===== config.mk =====
export PLATFORM = sky130hd
export DESIGN_NAME = cvrf_engine
export DESIGN_NICKNAME = d
export VERILOG_FILES = /design/src/cvrf_pkg.sv /design/src/cvrf_engine.sv
export SDC_FILE = /design/constraint.sdc
export NUM_CORES = 2
export LEC_CHECK = 0
export BUFFER_PORTS_ARGS = -buffer_cell sky130_fd_sc_hd__buf_2
export CAP_MARGIN = 15
export CORE_ASPECT_RATIO = 1.5
export CORE_MARGIN = 1
export CORE_UTILIZATION = 40
export DETAILED_ROUTE_END_ITERATION = 6
export PLACE_DENSITY = 0.66
export SETUP_SLACK_MARGIN = 0.2
export SLEW_MARGIN = 40
export SYNTH_ARGS = -nofsm -noshare
export SYNTH_HDL_FRONTEND = slang
export SYNTH_SLANG_ARGS = --single-unit

===== constraint.sdc =====
create_clock -name CLK_SYS -period 23.5 [get_ports CLK_SYS]
set_input_delay 2.35 -clock CLK_SYS [delete_from_list [all_inputs] [get_ports CLK_SYS]]
set_output_delay 2.35 -clock CLK_SYS [all_outputs]
set_load 0.01 [all_outputs]

===== src/cvrf_pkg.sv =====
// Shared constants and types of the big-number engine register file.
package cvrf_pkg;

    // Register file shape.
    localparam int NUM_REGS = 16;
    localparam int DATA_W = 13;
    localparam int SIZE_W = 13;
    localparam int WORD_W = 32;
    localparam int CNT_W = 9;
    localparam logic [3:0] SP_INDEX = 4'hf;
    localparam logic [12:0] REG_RESET = 13'h0000;

    // Register word image field positions.
    localparam int DATA_MSB = 28;
    localparam int DATA_LSB = 16;
    localparam int SIZE_MSB = 12;
    localparam int SIZE_LSB = 0;

    // Instruction word field positions.
    localparam int OP_MSB = 31;
    localparam int OP_LSB = 28;
    localparam int RD_MSB = 27;
    localparam int RD_LSB = 24;
    localparam int RS_MSB = 23;
    localparam int RS_LSB = 20;
    localparam int IMM_MSB = 12;
    localparam int IMM_LSB = 0;

    // Engine control register base field and memory region.
    localparam int BASE_LSB = 8;
    localparam int BASE_W = 24;
    localparam int REGION_BYTES = 16384;
    localparam int WORD_BYTES = 4;
    localparam int REGION_WORDS = REGION_BYTES / WORD_BYTES;

    // Operation codes carried in the instruction word.
    typedef enum logic [3:0] {
        OP_NOP = 4'h0,
        OP_SET_DATA = 4'h1,
        OP_SET_SIZE = 4'h2,
        OP_ADD_DATA = 4'h3,
        OP_ALLOC = 4'h4,
        OP_FREE = 4'h5,
        OP_COPY = 4'h6
    } cvrf_op_t;

    // Sequencer states.
    typedef enum logic [1:0] {
        ST_IDLE,
        ST_LOAD_REQ,
        ST_LOAD_WAIT,
        ST_STORE
    } cvrf_state_t;

endpackage

===== src/cvrf_engine.sv =====
// Big-number engine register file, operand addressing and operand copy sequencer.
module cvrf_engine (
    input wire logic CLK_SYS,
    input wire logic RST,
    input wire logic INSTR_VALID,
    input wire logic [cvrf_pkg::WORD_W-1:0] INSTR_WORD,
    output logic INSTR_READY,
    input wire logic [cvrf_pkg::BASE_W-1:0] CTL_BASE,
    input wire logic [cvrf_pkg::DATA_W-1:0] CTL_MASK,
    output logic LOAD_REQ_VALID,
    input wire logic LOAD_REQ_READY,
    output logic [cvrf_pkg::WORD_W-1:0] LOAD_REQ_ADDR,
    input wire logic LOAD_DATA_VALID,
    output logic LOAD_DATA_READY,
    input wire logic [cvrf_pkg::WORD_W-1:0] LOAD_DATA,
    output logic STORE_VALID,
    input wire logic STORE_READY,
    output logic [cvrf_pkg::WORD_W-1:0] STORE_ADDR,
    output logic [cvrf_pkg::WORD_W-1:0] STORE_DATA,
    input wire logic [3:0] RD_INDEX,
    output logic [cvrf_pkg::WORD_W-1:0] RD_WORD,
    output logic BUSY
);
    import cvrf_pkg::*;

    // Instruction word layout used by the sequencer.
    // The opcode sits in the top nibble, then the destination index, then the source index.
    // The low thirteen bits carry the immediate, which is a data value or a size minus one.
    // Bits 19 down to 13 are not decoded and may hold anything.
    // Opcodes that the package does not name are taken and have no effect.
    // This keeps the instruction FIFO draining even when software sends a word we ignore.
    //
    // Timing seen from the instruction port.
    // A word is taken on the rising edge where valid and ready are both high.
    // Register field updates land on that same edge.
    // The readout port registers the image once more, so an update shows one edge later.
    // Only the copy opcode leaves the idle state; every other opcode takes one cycle.
    //
    // Timing seen from the memory side.
    // Each copied word runs load request, load data and store in strict order.
    // Every valid and its address hold steady until the matching ready is seen.
    // The next load address is worked out when the store is accepted, so no extra cycle is lost.
    //
    // Stack handling.
    // Allocation moves the stack pointer down by the rounded word count of the immediate size.
    // Freeing moves it up by the word count of the named register's size field.
    // When the destination of an allocation is the stack pointer itself, the destination
    // write is the later assignment and wins, so the pointer takes the new value once.
    // Nothing checks for pointer underflow; software must free in reverse order.
    //
    // Region bounding.
    // The mask is a plain AND on the word offset before it becomes a byte address.
    // Offsets therefore wrap inside the configured region instead of leaking past it.
    // The base field supplies address bits 31 down to 8, so the region is 256-byte aligned.
    // A base near the top of the address space wraps round on the final addition.

    // Words needed by an operand whose size field holds bits minus one.
    function automatic logic [CNT_W-1:0] words_of(input logic [SIZE_W-1:0] size_m1);
        words_of = {1'b0, size_m1[SIZE_W-1:5]} + 9'h001;
    endfunction

    // Byte address of a word offset inside the masked region.
    // The thirteen-bit word offset spans a 32 KB region at four bytes a word.
    function automatic logic [WORD_W-1:0] mem_addr(input logic [BASE_W-1:0] base,
                                                   input logic [DATA_W-1:0] mask,
                                                   input logic [DATA_W-1:0] off);
        logic [DATA_W-1:0] bounded;
        bounded = off & mask;
        mem_addr = {base, 8'h00} + {17'h00000, bounded, 2'b00};
    endfunction

    // Register file storage, one data and one size field per index.
    // The arrays are flip-flops so that any index can be read in the same cycle.
    // sixteen register pairs.
    logic [DATA_W-1:0] data_f [NUM_REGS];
    logic [SIZE_W-1:0] size_f [NUM_REGS];
    logic [DATA_W-1:0] next_data_f [NUM_REGS];
    logic [SIZE_W-1:0] next_size_f [NUM_REGS];
    cvrf_state_t state;
    cvrf_state_t next_state;
    logic [CNT_W-1:0] cnt;
    logic [CNT_W-1:0] next_cnt;
    logic [CNT_W-1:0] total;
    logic [CNT_W-1:0] next_total;
    logic [DATA_W-1:0] src_off;
    logic [DATA_W-1:0] next_src_off;
    logic [DATA_W-1:0] dst_off;
    logic [DATA_W-1:0] next_dst_off;
    logic [WORD_W-1:0] load_addr;
    logic [WORD_W-1:0] next_load_addr;
    logic [WORD_W-1:0] store_addr;
    logic [WORD_W-1:0] next_store_addr;
    logic [WORD_W-1:0] store_data;
    logic [WORD_W-1:0] next_store_data;
    logic [WORD_W-1:0] rd_word;
    logic [WORD_W-1:0] next_rd_word;

    // Instruction fields.
    logic [3:0] op;
    logic [3:0] rd;
    logic [3:0] rs;
    logic [DATA_W-1:0] imm;
    logic [CNT_W-1:0] alloc_words;
    logic [DATA_W-1:0] new_sp;

    // Decode of the instruction word at the head of the FIFO.
    always_comb begin
        op = INSTR_WORD[OP_MSB:OP_LSB];
        rd = INSTR_WORD[RD_MSB:RD_LSB];
        rs = INSTR_WORD[RS_MSB:RS_LSB];
        imm = INSTR_WORD[IMM_MSB:IMM_LSB];
        alloc_words = words_of(imm);
        new_sp = data_f[SP_INDEX] - {4'h0, alloc_words};
    end

    // Handshake outputs follow the sequencer state.
    always_comb begin
        INSTR_READY = (state == ST_IDLE);
        LOAD_REQ_VALID = (state == ST_LOAD_REQ);
        LOAD_DATA_READY = (state == ST_LOAD_WAIT);
        STORE_VALID = (state == ST_STORE);
        BUSY = (state != ST_IDLE);
    end

    // Next values of registers, sequencer and FIFO data.
    always_comb begin
        next_data_f = data_f;
        next_size_f = size_f;
        next_state = state;
        next_cnt = cnt;
        next_total = total;
        next_src_off = src_off;
        next_dst_off = dst_off;
        next_load_addr = load_addr;
        next_store_addr = store_addr;
        next_store_data = store_data;
        next_rd_word = '0;
        next_rd_word[DATA_MSB:DATA_LSB] = data_f[RD_INDEX];
        next_rd_word[SIZE_MSB:SIZE_LSB] = size_f[RD_INDEX];
        case (state)
            ST_IDLE: begin
                if (INSTR_VALID) begin
                    case (op)
                        OP_SET_DATA: begin
                            next_data_f[rd] = imm;
                        end
                        OP_SET_SIZE: begin
                            next_size_f[rd] = imm;
                        end
                        OP_ADD_DATA: begin
                            next_data_f[rd] = data_f[rd] + data_f[rs];
                        end
                        OP_ALLOC: begin
                            next_data_f[SP_INDEX] = new_sp;
                            next_data_f[rd] = new_sp;
                            next_size_f[rd] = imm;
                        end
                        OP_FREE: begin
                            next_data_f[SP_INDEX] = data_f[SP_INDEX]
                                + {4'h0, words_of(size_f[rd])};
                        end
                        OP_COPY: begin
                            next_total = words_of(size_f[rs]);
                            next_cnt = '0;
                            next_src_off = data_f[rs];
                            next_dst_off = data_f[rd];
                            next_load_addr = mem_addr(CTL_BASE, CTL_MASK, data_f[rs]);
                            next_state = ST_LOAD_REQ;
                        end
                        default: begin
                            next_state = ST_IDLE;
                        end
                    endcase
                end
            end
            ST_LOAD_REQ: begin
                if (LOAD_REQ_READY) begin
                    next_state = ST_LOAD_WAIT;
                end
            end
            ST_LOAD_WAIT: begin
                if (LOAD_DATA_VALID) begin
                    next_store_data = LOAD_DATA;
                    next_store_addr = mem_addr(CTL_BASE, CTL_MASK,
                                               dst_off + {4'h0, cnt});
                    next_state = ST_STORE;
                end
            end
            ST_STORE: begin
                if (STORE_READY) begin
                    if (cnt + 9'h001 == total) begin
                        next_state = ST_IDLE;
                    end else begin
                        next_cnt = cnt + 9'h001;
                        next_load_addr = mem_addr(CTL_BASE, CTL_MASK,
                                                  src_off + {4'h0, cnt + 9'h001});
                        next_state = ST_LOAD_REQ;
                    end
                end
            end
            default: begin
                next_state = ST_IDLE;
            end
        endcase
    end

    // State registers.
    // Every register clears on reset, so the readout and the memory ports start at zero.
    // The sequencer holds idle while reset is high, so ready stays high but no instruction takes effect then.
    always_ff @(posedge CLK_SYS or posedge RST) begin
        if (RST) begin
            for (int i = 0; i < NUM_REGS; i++) begin
                data_f[i] <= REG_RESET;
                size_f[i] <= REG_RESET;
            end
            state <= ST_IDLE;
            cnt <= '0;
            total <= '0;
            src_off <= '0;
            dst_off <= '0;
            load_addr <= '0;
            store_addr <= '0;
            store_data <= '0;
            rd_word <= '0;
        end else begin
            data_f <= next_data_f;
            size_f <= next_size_f;
            state <= next_state;
            cnt <= next_cnt;
            total <= next_total;
            src_off <= next_src_off;
            dst_off <= next_dst_off;
            load_addr <= next_load_addr;
            store_addr <= next_store_addr;
            store_data <= next_store_data;
            rd_word <= next_rd_word;
        end
    end

    // Registered data outputs.
    // Addresses and data come straight from flip-flops so they hold while a ready is awaited.
    assign LOAD_REQ_ADDR = load_addr;
    assign STORE_ADDR = store_addr;
    assign STORE_DATA = store_data;
    assign RD_WORD = rd_word;

endmodule


# == Word level (Yosys, flattened, before mapping) ==
# Cells that the tools add are included.
# totals
word_cells,138
out_inout_bits,133
input_bits,111
ff_bits,584
# op_classes
add_sub_neg,12
n_mux,43
bitwise,6
n_eq_ne,17
reduce_logical,15
magnitude_cmp,4
# ops
op,n
bitwise mux 208 bit,4
case mux 195 bit (3 select lines),1
binary-select mux 13 bit (select 4 bit),6
2-to-1 mux 13 bit,13
2-to-1 mux 32 bit,4
adder 32 x 15 -> 32 bit,3
case mux 32 bit (2 select lines),1
demux 13 bit (select 4 bit),1
case mux 13 bit (4 select lines),1
adder 13 x 9 -> 13 bit,3
bitwise AND 13 bit,3
2-to-1 mux 9 bit,4
"adder 8 x 1 -> 9 bit, second input constant",3
case mux 9 bit (2 select lines),1
">= comparator 5 bit, second input constant",3
inverter 4 -> 5 bit,3
adder 13 bit,1
subtractor 13 x 9 -> 13 bit,1
"== test 4 x 3 -> 1 bit, second input constant",3
AND reduction 3 bit,4
AND reduction 5 bit,2
"adder 9 x 1 -> 9 bit, second input constant",1
== test 9 bit,1
"== test 4 x 2 -> 1 bit, second input constant",2
18 further kinds,28

# == Logic depth before layout (Yosys ltp) ==
# depth
depth_word,9
mapped_depth,21

# == Least setup slack after synthesis ==
# OpenSTA, ideal clock, no wires.
# synth_path
path_type,input -> register
from,input INSTR_WORD[24] in the netlist's numbering
to,register data_f[101] in the netlist's numbering
arrival_time_ns,7.056
t_required_ns,23.361
stages,16
setup_ns,0.139
path_slack_ns,16.305
path_cell_list,buf_2 -> clkbuf_1 -> buf_1 -> mux4_2 -> mux4_2 -> ha_1 -> fa_1 -> a21o_1 -> nand4_1 -> o21ai_0 -> o41ai_1 -> o21ai_0 -> xnor2_1 -> a221oi_1 -> clkbuf_1 -> a21oi_1
# synth_via
elab_chain_len,7
word_cells_on_any_way,14
# synth_lines
element,line_no,source
from (decl),cvrf_engine.sv:6,"input wire logic [cvrf_pkg::WORD_W-1:0] INSTR_WORD,"
inverter 4 -> 5 bit (implied by the code) (*),"cvrf_engine.sv:145, cvrf_engine.sv:151, cvrf_engine.sv:155",
binary-select mux 13 bit (select 4 bit) (tied with other cells),cvrf_engine.sv:151,next_data_f[rd] = data_f[rd] + data_f[rs];
2-to-1 mux 13 bit (implied by the code) or logical AND 1 bit (tied branches),"cvrf_engine.sv:151, cvrf_engine.sv:145, cvrf_engine.sv:155",
"2-to-1 mux 13 bit, on equally long branches","cvrf_engine.sv:151, cvrf_engine.sv:145, cvrf_engine.sv:155",
adder 13 bit or demux 13 bit (select 4 bit) (tied branches),"cvrf_engine.sv:151, cvrf_engine.sv:145, cvrf_engine.sv:155",
"bitwise mux 208 bit, on equally long branches","cvrf_engine.sv:151, cvrf_engine.sv:145, cvrf_engine.sv:155",
case mux 195 bit (3 select lines) (*),cvrf_engine.sv:143,case (op)
to (signal assigned),cvrf_engine.sv:226,data_f <= next_data_f;
to (decl),cvrf_engine.sv:75,logic [DATA_W-1:0] data_f [NUM_REGS];
# Mark *: on every way between the ends. The rest lies on a longest branch, timed or not. The select of a mux whose other input is x is not followed.
# A chain may end at the register's enable or synchronous reset.

# == Worst setup path in the final report ==
# layout_path
from,input INSTR_WORD[21] in the netlist's numbering
to,register data_f[168] in the netlist's numbering
# layout_via
elab_chain_len,7
# layout_lines
element,line_no
inverter 4 -> 5 bit (implied by the code),cvrf_engine.sv:151
binary-select mux 13 bit (select 4 bit),cvrf_engine.sv:151
2-to-1 mux 13 bit (implied by the code) (2 in series),cvrf_engine.sv:151
adder 13 bit,cvrf_engine.sv:151
bitwise mux 208 bit,cvrf_engine.sv:151
case mux 195 bit (3 select lines),cvrf_engine.sv:143
# Every way passes these cells. The select of a mux whose other input is x is not followed.

==> run metrics <==
gr usage total=0.2386; Critical Path RT=23.98 ns; root buf cell=clkbuf_16; wire length per cell=24.49 um; final setup violation count=0; Hold Buf Count CTS=0; r2r endpoint=LOAD_REQ_ADDR[31]; post-CTS resize count=0; VDD IR max=0.06212 mV; Post-synth top flop=dfrtp_1; HPWL after detailed placement=69,070 um; Inst Count DP=4,048; H-tree Lvls=2; Post-DP Area=36,330 um^2; crit-path max FO=51; hold_sp=LOAD_REQ_ADDR[7]; non-filler instance count after layout=4,159; Fmax=0.1436 GHz; Die ar.=86,300 um^2; Post-Route WL=101,900 um; Top Usage Layer GRT=met2; Worst slew margin=0.4148; post-synth top area share=0.4263; Commonest cells post-synth=580 x dfrtp_1, 410 x nand2_1, 335 x mux4_2; Critical R2R Launch=cnt[1]; Overall Power=0.003210 W; Hold Path Sink=LOAD_REQ_ADDR[7]; Pre-Repair DR Iteration Count=6; largest net degree at the start of global routing=110; mean area per synthesized cell=11.93 um^2; die width=240.2 um; setup repair after global routing missed its margin=no; Critical Path Source Type=primary input; Final Slew Violations=0; outcome=finished, final reports clean; Setup WS post-layout=16.53 ns; postcts setup bufs=0; CP Capture Type=register; FF-to-FF path depth=19; share of cells above drive strength 1=0.3314; setup TNS=0 ns; initial antenna violation count=6; largest cells by area after synthesis=dfrtp_1 43%, mux4_2 22%, mux2_2 8.1%; met3 Use GR=0.04400; final worst-path cycle share=0.2964; Yosys warning total=0; Top-Level Pins=244; GR Util met2=0.4105; Max Cap Viol=0; Rows=130; clk_lat worst skew=0.65 ns; routed vias=24,410; clk slew on worst S/H paths=0.07 ns; CTS max path bufs=3; leakage=17.04 nW; Layout fillers=7,599; DRC=0; Post-Syn Area=34,040 um^2; Worst Clk Skew=0.02130 ns; DIE HEIGHT=359.3 um; Final ANT Viol Nets=0; synthesized flop and latch total=580; cell taking the most area after synthesis=dfrtp_1; Syn Inst Count=2,854; Worst-Margin Slew=0.8757 ns; post-route cell area=38,440 um^2; Core Area=83,930 um^2; hold path depth=2; CTS Buf Count=58; vias per inst=5.868; fin crit period=6.965 ns; Num Clock Sinks=580; CTS tree=done; pwr/cell area=83.50 nW/um^2; initial core utilization=0.4056; Cell variety after synth=70; ys async rst share=1.000; pre-CTS setup slack=15.83 ns; Crit Path Class=primary input to register; GPL Wtd Cong=1.003; CP Data Arrival Time=7.45 ns; most frequent cell after synthesis=dfrtp_1; Hold WC Path Type=register to register; reg2reg setup slack=18.46 ns; Seq/Total Area, Yosys=0.4263; vias in the first global route=24,870; area growth from synthesis to layout=12.92%; Final nets=3,174; Port Buf Inserts=226; final-report hold violation count=0; 1st-iter DRT viols=1,665; grt met1 use=0.2697; global-route wire length before repair=155,000 um; number of flops mapped to enable cells by yosys=0; gr ovfl total=0
-- worst max-delay path, cell delays in order --
cell and delay (ns):
buf_4 0.47, buf_4 0.79, mux4_2 0.41, mux4_2 0.52, ha_1 0.23, fa_1 0.40
a21o_1 0.20, nand4_1 0.08, o21ai_0 0.11, o41ai_1 0.54, o21ai_0 0.33, xnor2_1 0.26
a221oi_2 0.26, buf_4 0.28, o21ai_0 0.13
-- power breakdown --
group          internal (W)  leakage, nW  switching [W]  total (W)
registers           0.00118         7.84       0.000143    0.00133
logic              0.000410         8.19       0.000461   0.000871
clock network      0.000593         1.01       0.000420    0.00101
total               0.00219         17.0        0.00102    0.00321
-- how the worst max path moves through the flow --
| stage | to | start | cells past startpoint |
|---|---|---|---|
| 6_report | data_f[168] | INSTR_WORD[21] | 15 |
| 5_1_grt | data_f[168] | INSTR_WORD[21] | 15 |
| 4_1_cts | data_f[168] | INSTR_WORD[24] | 15 |
| 3_5_place_dp | data_f[168] | INSTR_WORD[24] | 15 |
| 3_3_place_gp | data_f[181] | INSTR_WORD[24] | 15 |
| 2_1_floorplan | LOAD_REQ_ADDR[10] | RST | 1 |
-- cell usage in the layout (no fill, tap or decap), types with 7 or more instances in the layout --
master / instances
a31oi_1: 22
dfrtp_1: 580
nand2_1: 401
o21bai_1: 10
conb_1: 10
mux4_2: 335
a21o_1: 17
a21oi_1: 111
nor2b_1: 16
bufinv_16: 9
buf_2: 220
or3_1: 8
buf_6: 10
a211oi_1: 12
ha_1: 69
fa_1: 7
o21ai_0: 262
inv_1: 49
clkbuf_16: 59
nor2_1: 156
clkbuf_8: 13
xor2_1: 48
clkinv_2: 11
nand2b_1: 15
mux2_2: 244
o31ai_1: 13
buf_4: 49
and3_1: 11
nor3_1: 11
nand3_1: 47
xnor2_1: 52
o21ai_2: 10
a21boi_0: 7
nand2_2: 8
-- stage by stage --
stage,utilization,hold WS (ns)
5_1_grt,0.4580,0.4931
2_1_floorplan,-,0.4498
3_5_place_dp,0.4328,0.4524
4_1_cts,0.4573,0.4661
6_report,0.4580,0.4625
3_3_place_gp,0.4308,0.4471
-- layout make-up --
type / instances / area [um^2] / area share
tap: 1122 / 1404 / 0.03652
multi-input combinational: 2012 / 18540 / 0.4824
clock buffer: 76 / 1650 / 0.04293
sequential: 580 / 14510 / 0.3776
inverter: 50 / 200.2 / 0.005208
clock inverter: 30 / 406.6 / 0.01058
timing repair buffer: 285 / 1712 / 0.04453
antenna: 4 / 10.01 / 0.0002604
-- metal layers --
layer / up-vias / part of all wire
li1: 10800 / -
met1: 12250 / 0.36
met2: 1021 / 0.51
met3: 324 / 0.068
met4: 6 / 0.069
met5: - / 0.00031
-- flip-flops by register name, summed over array words and instances, names as in the netlist --
| register | flops |
|---|---|
| data_f | 208 |
| LOAD_REQ_ADDR | 30 |
| dst_off | 13 |
| state | 2 |
| total | 9 |
| size_f | 208 |
| src_off | 13 |
| STORE_DATA | 32 |
| cnt | 9 |
| STORE_ADDR | 30 |
| RD_WORD | 26 |
-- cells by family (layout without fill, tap and decap cells) --
| kind of cell | Yosys count | count (layout) | synth area share |
|---|---|---|---|
| AND/OR/NAND/NOR | 715 | 715 | 0.08792 |
| multiplexers | 586 | 586 | 0.3064 |
| flip-flops | 580 | 580 | 0.4263 |
| AO/OA/AOI/OAI | 521 | 521 | 0.08850 |
| buffers and inverters | 271 | 441 | 0.03308 |
| XOR/XNOR | 104 | 104 | 0.02819 |
| adder cells (fa/ha/maj) | 76 | 76 | 0.02948 |
| other | 1 | 14 | 0.0001102 |
No activity file was read; power rests on OpenSTA's default activity.
